## config.mk

```make
export PLATFORM = sky130hd
export DESIGN_NAME = ascd_config_diag
export DESIGN_NICKNAME = d
export VERILOG_FILES = /design/src/rtl/ascd_config_diag.v
export VERILOG_INCLUDE_DIRS = /design/src /design/src/rtl
export SDC_FILE = /design/constraint.sdc
export NUM_CORES = 1
export LEC_CHECK = 0
export BUFFER_PORTS_ARGS = -buffer_cell sky130_fd_sc_hd__buf_4
export CORE_MARGIN = 1.5
export CORE_UTILIZATION = 60
export DETAILED_ROUTE_END_ITERATION = 12
export GPL_ROUTABILITY_DRIVEN = 0
export GPL_TIMING_DRIVEN = 0
export PLACE_DENSITY_LB_ADDON = 0.15
export SLEW_MARGIN = 20
export SYNTH_ARGS = -nofsm -noshare
export SYNTH_HDL_FRONTEND = slang
export SYNTH_SLANG_ARGS = --single-unit
```

## constraint.sdc

```tcl
create_clock -name i_sys_clk -period 6 [get_ports i_sys_clk]
set_input_delay 1.2 -clock i_sys_clk [delete_from_list [all_inputs] [get_ports i_sys_clk]]
set_output_delay 1.2 -clock i_sys_clk [all_outputs]
set_load 0.01 [all_outputs]
```

## src/rtl/ascd_defines.vh

```
`ifndef ASCD_DEFINES_VH
`define ASCD_DEFINES_VH
// ==========================================
// Register addresses
`define ASCD_ADDR_LOWPWR     8'h1D
`define ASCD_ADDR_COMMON     8'h1E
`define ASCD_ADDR_CUSTOMER   8'h1F
`define ASCD_ADDR_ANGLE      8'h20
`define ASCD_ADDR_DIAG       8'h21
`define ASCD_ADDR_MASK       8'h22
`define ASCD_ADDR_COUNT      8'h23
// ==========================================
// Reset values
`define ASCD_RST_LOWPWR      24'h80_B29F
`define ASCD_RST_COMMON      24'h0C_094D
`define ASCD_RST_CUSTOMER    24'h00_0000
`define ASCD_RST_MASK        3'h0
// ==========================================
// Field positions
`define ASCD_TURNS_STEP_BIT  23
`define ASCD_TRANSPORT_BIT   21
`define ASCD_LP_DIS_BIT      20
`define ASCD_SLEEP_HI        17
`define ASCD_SLEEP_LO        12
`define ASCD_WAKE_HI         10
`define ASCD_LOCK_HI         23
`define ASCD_LOCK_LO         20
`define ASCD_LOGIC_EN_BIT    19
`define ASCD_XDCR_EN_BIT     18
`define ASCD_ST_DIS_BIT      13
`define ASCD_HR_DIS_BIT      12
`define ASCD_FHI_HI          11
`define ASCD_FHI_LO          6
`define ASCD_FLO_HI          5
`define ASCD_GERR_BIT        15
// ==========================================
// Lock codes and serial commands
`define ASCD_LOCK_NVM        4'hC
`define ASCD_LOCK_ALL        4'h3
`define ASCD_CMD_STORE       2'h0
`define ASCD_CMD_TRANSPORT   2'h1
`define ASCD_CMD_SELFTEST    2'h2
`define ASCD_CMD_HARD_RESET  2'h3
// ==========================================
// Timing at a 4 ns clock, sized to match the 24-bit counters
// One 8.192 ms sleep unit and the 30 ms test window, in clock cycles
`define ASCD_SLEEP_UNIT_CYC  24'h1F_4000
`define ASCD_SELFTEST_CYC    24'h72_70E0
`define ASCD_HI_STEP_G       6'd32
`define ASCD_LO_STEP_G       6'd16
`endif

```

## src/rtl/ascd_config_diag.v

```verilog
// Operation
// Turns-step bit picks 180 degree (0) or 45 degree (1) counting steps.
// Serial command arms transport mode for next low power entry unless disabled.
// Low-power-disable bit blocks every entry into low power mode.
// Sleep interval equals (N+1) times 8.192 ms.
// Alive counter advances once per sleep interval.
// Wake sample change at or above threshold keeps device awake.
// Normal mode enters low power only if change stays within threshold.
// Wake threshold is 11-bit, 360/4096 degree per LSB, default 671.
// Host should not program the wake threshold near 180 degrees.
// Lock 1100 blocks memory store; 0011 also blocks shadow writes.
// Logic self-test runs at power-up for about 30 ms when enabled.
// Transducer self-test runs at power-up for about 30 ms when enabled.
// Both power-up tests run together, total about 30 ms.
// Self-test-disable bit makes self-test start commands ignored.
// Hard-reset-disable bit makes hard reset commands ignored.
// High field limit in 32 G steps; zero disables; default 100101.
// Low field limit in 16 G steps; zero disables; default 001101.
// Host may start both tests anytime; a failure sets the fail flag. Code ignores a start command while a test is already running.
// Transducer test steps a rotating pattern and judges the measured angle.
// Logic test: 31-bit LFSR feeds 31 chains into 31-bit MISR.
// Every unmasked error flag raises the general error bit at 0x20.
// All status and error flags are readable through the serial registers.
// Field above high limit sets high-field flag and general error.
// Field below low limit sets low-field flag and general error.
// Stored lock code cannot be cleared; locked contents stay unchanged.
// Self-test fail flag stays set until read through the serial interface.
`timescale 1ns/10ps
`include "ascd_defines.vh"
module ascd_config_diag #(
	parameter [23:0] P_SLEEP_UNIT_CYC = `ASCD_SLEEP_UNIT_CYC,
	parameter [23:0] P_SELFTEST_CYC   = `ASCD_SELFTEST_CYC,
	parameter        P_CHAIN_LEN      = 4
) (
	input  wire        i_sys_clk,
	input  wire        i_rst_n,
	input  wire        i_reg_wr,
	input  wire        i_reg_rd,
	input  wire [7:0]  i_reg_addr,
	input  wire [23:0] i_reg_wdata,
	input  wire        i_cmd_valid,
	input  wire [1:0]  i_cmd_code,
	input  wire [11:0] i_angle,
	input  wire [10:0] i_field_g,
	input  wire        i_lp_request,
	output reg  [23:0] o_reg_rdata,
	output reg         o_reg_rvalid,
	output reg         o_low_power_state,
	output reg         o_awake,
	output reg         o_transport_mode,
	output reg         o_hard_reset,
	output reg         o_nvm_store,
	output reg         o_selftest_busy,
	output reg         o_xdcr_test_en,
	output reg  [2:0]  o_xdcr_pattern,
	output reg         o_general_error_bit
);
	// ==========================================
	// Helpers
	localparam ST_NORMAL = 3'b001;
	localparam ST_SLEEP  = 3'b010;
	localparam ST_WAKE   = 3'b100;

	// Shortest angular distance, wrap-safe around 0/360
	function [11:0] ascd_dist;
		input [11:0] a;
		input [11:0] b;
		reg   [11:0] d;
		begin
			d = a - b;
			ascd_dist = d[11] ? (12'h000 - d) : d;
		end
	endfunction

	function ascd_locked;
		input [3:0] lk;
		begin
			ascd_locked = (lk == `ASCD_LOCK_NVM) || (lk == `ASCD_LOCK_ALL);
		end
	endfunction

	// ==========================================
	// Configuration registers
	reg  [23:0] lowpwr_r;
	reg  [23:0] common_r;
	reg  [23:0] customer_r;
	reg  [2:0]  mask_r;
	wire        turns_step_select   = lowpwr_r[`ASCD_TURNS_STEP_BIT];
	wire        transport_disable   = lowpwr_r[`ASCD_TRANSPORT_BIT];
	wire        low_power_disable   = lowpwr_r[`ASCD_LP_DIS_BIT];
	wire [5:0]  sleep_interval      = lowpwr_r[`ASCD_SLEEP_HI:`ASCD_SLEEP_LO];
	wire [10:0] wake_angle_threshold = lowpwr_r[`ASCD_WAKE_HI:0];
	wire [3:0]  lock_code           = common_r[`ASCD_LOCK_HI:`ASCD_LOCK_LO];
	wire        selftest_cmd_disable  = common_r[`ASCD_ST_DIS_BIT];
	wire        hard_reset_cmd_disable = common_r[`ASCD_HR_DIS_BIT];
	wire [5:0]  field_limit_high    = common_r[`ASCD_FHI_HI:`ASCD_FHI_LO];
	wire [5:0]  field_limit_low     = common_r[`ASCD_FLO_HI:0];
	wire        shadow_locked       = (lock_code == `ASCD_LOCK_ALL);
	wire        wr_lowpwr   = i_reg_wr && (i_reg_addr == `ASCD_ADDR_LOWPWR);
	wire        wr_common   = i_reg_wr && (i_reg_addr == `ASCD_ADDR_COMMON);
	wire        wr_customer = i_reg_wr && (i_reg_addr == `ASCD_ADDR_CUSTOMER);
	wire        cmd_st      = i_cmd_valid && (i_cmd_code == `ASCD_CMD_SELFTEST);

	always @(posedge i_sys_clk) begin
		if (!i_rst_n) begin
			lowpwr_r   <= `ASCD_RST_LOWPWR;
			common_r   <= `ASCD_RST_COMMON;
			customer_r <= `ASCD_RST_CUSTOMER;
			mask_r     <= `ASCD_RST_MASK;
		end else begin
			if (wr_lowpwr && !shadow_locked)
				lowpwr_r <= i_reg_wdata;
			if (wr_customer && !shadow_locked)
				customer_r <= i_reg_wdata;
			if (wr_common && !shadow_locked) begin
				// A stored lock code is sticky; only the other fields update
				common_r[`ASCD_LOCK_LO-1:0] <= i_reg_wdata[`ASCD_LOCK_LO-1:0];
				if (!ascd_locked(lock_code))
					common_r[`ASCD_LOCK_HI:`ASCD_LOCK_LO] <=
						i_reg_wdata[`ASCD_LOCK_HI:`ASCD_LOCK_LO];
			end
			if (i_reg_wr && (i_reg_addr == `ASCD_ADDR_MASK))
				mask_r <= i_reg_wdata[2:0];
		end
	end

	// ==========================================
	// Sleep interval timer
	reg  [23:0] unit_cnt_r;
	reg  [5:0]  mult_cnt_r;
	wire        unit_tick     = (unit_cnt_r == P_SLEEP_UNIT_CYC - 24'h00_0001);
	wire        interval_tick = unit_tick && (mult_cnt_r >= sleep_interval);

	always @(posedge i_sys_clk) begin
		if (!i_rst_n) begin
			unit_cnt_r <= 24'h00_0000;
			mult_cnt_r <= 6'h00;
		end else begin
			unit_cnt_r <= unit_tick ? 24'h00_0000 : unit_cnt_r + 24'h00_0001;
			if (interval_tick)
				mult_cnt_r <= 6'h00;
			else if (unit_tick)
				mult_cnt_r <= mult_cnt_r + 6'h01;
		end
	end

	// ==========================================
	// Low power sequencing
	reg  [2:0]  lp_state_r;
	reg  [11:0] ref_angle_r;
	reg  [7:0]  alive_cnt_r;
	reg         transport_arm_r;
	wire [11:0] delta    = ascd_dist(i_angle, ref_angle_r);
	wire        over_thr = (delta >= {1'b0, wake_angle_threshold});

	always @(posedge i_sys_clk) begin
		if (!i_rst_n) begin
			lp_state_r       <= ST_NORMAL;
			ref_angle_r      <= 12'h000;
			alive_cnt_r      <= 8'h00;
			transport_arm_r  <= 1'b0;
			o_transport_mode <= 1'b0;
		end else begin
			if (i_cmd_valid && (i_cmd_code == `ASCD_CMD_TRANSPORT) && !transport_disable)
				transport_arm_r <= 1'b1;
			if (interval_tick) begin
				ref_angle_r <= i_angle;
				if (lp_state_r != ST_NORMAL)
					alive_cnt_r <= alive_cnt_r + 8'h01;
			end
			case (lp_state_r)
				ST_NORMAL: begin
					// Only enter when the shaft moved no more than the threshold
					if (interval_tick && i_lp_request && !low_power_disable &&
						(delta <= {1'b0, wake_angle_threshold})) begin
						lp_state_r <= ST_SLEEP;
						if (transport_arm_r && !transport_disable) begin
							o_transport_mode <= 1'b1;
							transport_arm_r  <= 1'b0;
						end
					end
				end
				ST_SLEEP, ST_WAKE: begin
					if (!i_lp_request || low_power_disable)
						lp_state_r <= ST_NORMAL;
					else if (interval_tick)
						lp_state_r <= over_thr ? ST_WAKE : ST_SLEEP;
				end
				default: lp_state_r <= ST_NORMAL;
			endcase
		end
	end

	// ==========================================
	// Turns counter
	reg  [2:0]  sector_r;
	reg  [7:0]  turns_r;
	wire [2:0]  sector = i_angle[11:9];
	wire [2:0]  dsec   = sector - sector_r;

	always @(posedge i_sys_clk) begin
		if (!i_rst_n) begin
			sector_r <= 3'h0;
			turns_r  <= 8'h00;
		end else begin
			sector_r <= sector;
			// 180 degree mode counts only at the 0 and 180 degree crossings
			if (dsec == 3'h1 && (turns_step_select || sector[1:0] == 2'h0))
				turns_r <= turns_r + 8'h01;
			else if (dsec == 3'h7 && (turns_step_select || sector_r[1:0] == 2'h0))
				turns_r <= turns_r - 8'h01;
		end
	end

	// ==========================================
	// Self-test control and logic test structure
	reg         por_done_r;
	reg         logic_run_r;
	reg  [23:0] st_cnt_r;
	reg  [23:0] ph_cnt_r;
	reg         xdcr_bad_r;
	reg         fail_flag_r;
	reg  [30:0] lfsr_r;
	reg  [30:0] misr_r;
	wire [30:0] chain_out;
	wire        st_start_por = !por_done_r &&
		(common_r[`ASCD_LOGIC_EN_BIT] || common_r[`ASCD_XDCR_EN_BIT]);
	wire        st_start_cmd = por_done_r && cmd_st && !selftest_cmd_disable &&
		!o_selftest_busy;
	wire        st_done  = o_selftest_busy && (st_cnt_r == P_SELFTEST_CYC - 24'h00_0001);
	wire [23:0] ph_len   = P_SELFTEST_CYC >> 3;
	wire        ph_end   = o_xdcr_test_en && (ph_cnt_r == ph_len - 24'h00_0001);
	wire        ph_bad   = ph_end && (i_angle[11:9] != o_xdcr_pattern);
	// Stuck-at signatures are the failures this structure can see without a golden value
	wire        misr_bad = (misr_r == 31'h0000_0000) || (misr_r == 31'h7FFF_FFFF);
	wire        st_fail  = st_done && ((logic_run_r && misr_bad) || xdcr_bad_r || ph_bad);
	wire        rd_diag  = i_reg_rd && (i_reg_addr == `ASCD_ADDR_DIAG);

	genvar gi;
	generate
		for (gi = 0; gi < 31; gi = gi + 1) begin : g_chain
			reg [P_CHAIN_LEN-1:0] chain_r;
			always @(posedge i_sys_clk) begin
				if (!i_rst_n)
					chain_r <= {P_CHAIN_LEN{1'b0}};
				else if (logic_run_r)
					chain_r <= {chain_r[P_CHAIN_LEN-2:0], lfsr_r[gi]};
			end
			assign chain_out[gi] = chain_r[P_CHAIN_LEN-1];
		end
	endgenerate

	always @(posedge i_sys_clk) begin
		if (!i_rst_n) begin
			por_done_r      <= 1'b0;
			o_selftest_busy <= 1'b0;
			logic_run_r     <= 1'b0;
			o_xdcr_test_en  <= 1'b0;
			o_xdcr_pattern  <= 3'h0;
			st_cnt_r        <= 24'h00_0000;
			ph_cnt_r        <= 24'h00_0000;
			xdcr_bad_r      <= 1'b0;
			lfsr_r          <= 31'h0000_0001;
			misr_r          <= 31'h0000_0000;
			fail_flag_r     <= 1'b0;
		end else begin
			por_done_r <= 1'b1;
			if (st_start_por || st_start_cmd) begin
				// Both tests share one window so enabling both does not double it
				o_selftest_busy <= 1'b1;
				logic_run_r     <= st_start_cmd || common_r[`ASCD_LOGIC_EN_BIT];
				o_xdcr_test_en  <= st_start_cmd || common_r[`ASCD_XDCR_EN_BIT];
				o_xdcr_pattern  <= 3'h0;
				st_cnt_r        <= 24'h00_0000;
				ph_cnt_r        <= 24'h00_0000;
				xdcr_bad_r      <= 1'b0;
				lfsr_r          <= 31'h0000_0001;
				misr_r          <= 31'h0000_0000;
			end else if (o_selftest_busy) begin
				st_cnt_r <= st_cnt_r + 24'h00_0001;
				if (logic_run_r) begin
					lfsr_r <= {lfsr_r[29:0], lfsr_r[30] ^ lfsr_r[27]};
					misr_r <= {misr_r[29:0], misr_r[30] ^ misr_r[27]} ^ chain_out;
				end
				if (ph_end) begin
					ph_cnt_r       <= 24'h00_0000;
					o_xdcr_pattern <= o_xdcr_pattern + 3'h1;
				end else if (o_xdcr_test_en) begin
					ph_cnt_r <= ph_cnt_r + 24'h00_0001;
				end
				if (ph_bad)
					xdcr_bad_r <= 1'b1;
				if (st_done) begin
					o_selftest_busy <= 1'b0;
					logic_run_r     <= 1'b0;
					o_xdcr_test_en  <= 1'b0;
				end
			end
			// Set wins over the read-clear
			if (st_fail)
				fail_flag_r <= 1'b1;
			else if (rd_diag)
				fail_flag_r <= 1'b0;
		end
	end

	// ==========================================
	// Field checks and error aggregation
	wire [11:0] hi_g = field_limit_high * `ASCD_HI_STEP_G;
	wire [10:0] lo_g = field_limit_low * `ASCD_LO_STEP_G;
	wire        field_high_flag = (field_limit_high != 6'h00) &&
		({1'b0, i_field_g} > hi_g);
	wire        field_low_flag  = (field_limit_low != 6'h00) && (i_field_g < lo_g);
	wire [2:0]  err_vec  = {field_low_flag, field_high_flag, fail_flag_r};
	wire        gerr     = |(err_vec & ~mask_r);

	// ==========================================
	// Outputs and readback
	reg  [23:0] rd_mux;
	always @* begin
		case (i_reg_addr)
			`ASCD_ADDR_LOWPWR:   rd_mux = lowpwr_r;
			`ASCD_ADDR_COMMON:   rd_mux = common_r;
			`ASCD_ADDR_CUSTOMER: rd_mux = customer_r;
			`ASCD_ADDR_ANGLE:    rd_mux = {8'h00, gerr, 3'h0, i_angle};
			`ASCD_ADDR_DIAG:     rd_mux = {16'h0000, transport_arm_r, o_transport_mode,
				lp_state_r == ST_NORMAL ? 1'b0 : 1'b1, o_selftest_busy, 1'b0,
				err_vec};
			`ASCD_ADDR_MASK:     rd_mux = {21'h00_0000, mask_r};
			`ASCD_ADDR_COUNT:    rd_mux = {8'h00, alive_cnt_r, turns_r};
			default:             rd_mux = 24'h00_0000;
		endcase
	end

	always @(posedge i_sys_clk) begin
		if (!i_rst_n) begin
			o_reg_rdata         <= 24'h00_0000;
			o_reg_rvalid        <= 1'b0;
			o_low_power_state   <= 1'b0;
			o_awake             <= 1'b1;
			o_hard_reset        <= 1'b0;
			o_nvm_store         <= 1'b0;
			o_general_error_bit <= 1'b0;
		end else begin
			o_reg_rvalid <= i_reg_rd;
			if (i_reg_rd)
				o_reg_rdata <= rd_mux;
			o_low_power_state   <= (lp_state_r != ST_NORMAL);
			o_awake             <= (lp_state_r != ST_SLEEP);
			o_hard_reset        <= i_cmd_valid && (i_cmd_code == `ASCD_CMD_HARD_RESET) &&
				!hard_reset_cmd_disable;
			o_nvm_store         <= i_cmd_valid && (i_cmd_code == `ASCD_CMD_STORE) &&
				!ascd_locked(lock_code);
			o_general_error_bit <= gerr;
		end
	end
endmodule // ascd_config_diag

```

==> impl_metrics.yaml <==
synthesis:
  syn-num-nets: 2227
  synth-edff-count: 0
  synth.most_common_cell: "dfxtp_1"
  avgSynthCellArea_um2: 8.913
  async_reset_ff_share_pct: 0
  netlist_area_mm2: 0.01879
  synth_top_cell_by_area: "dfxtp_1"
  yosys-top-cells-area: "dfxtp_1, mux2i_1, nand2_1"
  synthCells: 2108
  yosysTopAreaCellShare_pct: 44.11
  synth_common_cells: "dfxtp_1, nand2_1, nor2_1"
  ys.flop_type: "dfxtp_1"
  ys_warn_count: 0
  seq_area_frac_synth_pct: 44.11
  ys_types: 69
  ys_ff_latch: 414
global_routing:
  groute.usage.overall_pct: 29.25
  grt_max_degree: 14
  antenna_found_initial: 0
  grt_pass1_wl_mm: 77.15
  grt-ovfl-total: 0
  grt_pass1_vias: 15204
power_and_ir_drop:
  clockPowerShare_pct: 46.0
  p_comb_share_pct: 8.6
  switching_share_pct: 23.34
  p_seq_share_pct: 45.5
  power.internal_w: 0.004737
  power_density_mw_per_mm2: 286.9
  p_total_w: 0.006179
  peakVddDrop_uv: 227.0
  leakage_nw: 7.847
  p_switching_w: 0.001442
sta:
  min_period_ns: 5.323
  fin_hold_ws_ns: 0.4565
  tns_ns: 0
  min_period_over_period_pct: 88.71
  layout_setup_ws_ns: 0.6774
  drv_slew: 0
  fin_skew_ns: 0.01318
  timing.fmax_ghz: 0.1879
  setup_viol_count_final: 0
  worst_pin_slew_ns: 1.076
  slew_headroom_pct: 28.13
  rsz0062_at_grt: "false"
  hold_violations: 0
worst_setup_path:
  cp_max_fo: 5
  worstSetupStartpointType: "input pin"
  cp.arrival_ns: 5.77
  crit_required_ns: 6.44
  crit_type: "input pin to flop"
  end_kind: "flop"
clocking:
  ctsResizeCount: 0
  clock_path_buffers: 3
  clkLatencyLatePin_ns: 0.55
  cts_buffers: 44
  clock-root-buffer: "clkbuf_16"
  clkTransAtPathRegs_ns: 0.06
  cts_sinks: 414
  cts_tree: "yes"
  h-tree-depth: 2
  post-cts-setup-buffer-count: 0
  hold_buffers: 0
floorplan:
  rows: 64
  initial_core_util_pct: 61.26
  io_pins: 99
  chipHeight_um: 180.0
  core-area_mm2: 0.03067
  die_x_um: 180.0
  die-area_mm2: 0.03238
drt:
  ant_nets: 0
  drt-total-wl_mm: 47.88
  drc_errors: 0
  first_pass_iters: 6
  drt-initial-drc-count: 1056
  vias: 15353
  wl_per_cell_um: 17.88
  via_per_inst: 5.733
place:
  io_buffers: 95
  place_ws_ns: 0.2142
  dp_hpwl_mm: 34.97
cells_and_area:
  syn_to_final_growth_pct: 14.64
  fillers: 2444
  drive_gt1_share_pct: 8.860
  nets: 2368
status:
  status: "finished, final reports clean"
flow_run:
  cap_violations: 0
min_path:
  hold_path.class: "flop to flop"
[power groups by stage]
stage,Clock (W),Sequential [W],Combinational (W)
after global routing,0.00297,0.00281,0.000577
after CTS,0.00288,0.00281,0.000524
final,0.00284,0.00281,0.000529
after detailed placement,0,0.00287,0.000520
after global placement,0,0.00287,0.000503
after floorplan,0,0.00286,0.000363
[cell families (layout without fill, tap and decap cells)]
group           Yosys count  in the layout  share of synthesized area [%]
compound gates          343            343                          12.69
simple gates            840            840                          21.84
fa+ha+maj                56             56                          3.849
other cells               0              2                              0
flops                   414            414                          44.11
xor+xnor                136            136                          6.440
mux                     138            138                          7.399
buf+inv                 181            353                          3.669
[state kept, by name, indices dropped and copies added, names as in the netlist, 12 cells and up]
signal           cells
lowpwr_r            24
misr_r              31
customer_r          24
ph_cnt_r            24
o_reg_rdata         24
ref_angle_r         12
st_cnt_r            24
g_chain.chain_r    124
unit_cnt_r          24
lfsr_r              31
common_r            24
[critical path: stages]
cell       delay, ns
buf_4           0.12
inv_1           0.05
ha_1            0.21
fa_1            0.41
nor2b_1         0.25
o22ai_2         0.13
xnor2_1         0.19
or3b_4          0.41
or3_1           0.34
and2_1          0.18
xor2_1          0.14
ha_1            0.30
a211oi_1        0.24
o21a_1          0.15
nor3_1          0.04
a211oi_1        0.36
o2111ai_1       0.21
a41oi_2         0.42
nand3b_1        0.13
a31o_2          0.29
[stage by stage]
stage | instance area, um^2 | utilization, % | instances
finish | 21540 | 70.23 | 2678
global route | 21530 | 70.21 | 2676
CTS | 21530 | 70.21 | 2676
detailed placement | 20000 | 65.20 | 2599
global placement | 20000 | 65.20 | 2599
floorplan | 18790 | - | 2108
[path summary, 6_finish.rpt]
kind / start / endpoint / slack (ns) / cells after the start
max: i_angle[0] / transport_arm_r$_SDFF_PN0_ / 0.68 / 20
min: unit_cnt_r[0]$_SDFF_PP0_ / unit_cnt_r[0]$_SDFF_PP0_ / 0.46 / 1
max reg2reg: ref_angle_r[0]$_SDFFE_PN0P_ / transport_arm_r$_SDFF_PN0_ / 1.16 / 18
min reg2reg: unit_cnt_r[0]$_SDFF_PP0_ / unit_cnt_r[0]$_SDFF_PP0_ / 0.46 / 1
[placed cells by master (no fill, tap or decap), types with 71 or more instances in the layout]
| master | instances |
|---|---|
| a21oi_1 | 71 |
| buf_4 | 95 |
| clkbuf_1 | 96 |
| dfxtp_1 | 414 |
| mux2i_1 | 131 |
| nand2_1 | 296 |
| nor2_1 | 155 |
| nor2b_1 | 150 |
| xnor2_1 | 75 |
[cell type report]
type,count,area [um^2],share of cell area [%]
Multi-Input combinational cell,1513,9811,45.55
Sequential cell,414,8288,38.48
Inverter,70,262.8,1.220
Tap cell,396,495.5,2.300
Clock buffer,65,1363,6.326
Antenna cell,2,5.005,0.02324
Timing Repair Buffer,95,713.2,3.311
Buffer,111,426.7,1.981
Clock inverter,12,173.9,0.8075
[metal layers]
| metal | GRT usage (%) | share of wire, % | up-vias |
|---|---|---|---|
| met2 | 50.05 | 48 | 478 |
| met1 | 35.80 | 41 | 7240 |
| met4 | 13.97 | 4.4 | 0 |
| li1 | - | - | 7498 |
| met5 | 0 | 0 | - |
| met3 | 4.862 | 6.6 | 137 |
No activity file was read; power rests on OpenSTA's default activity.
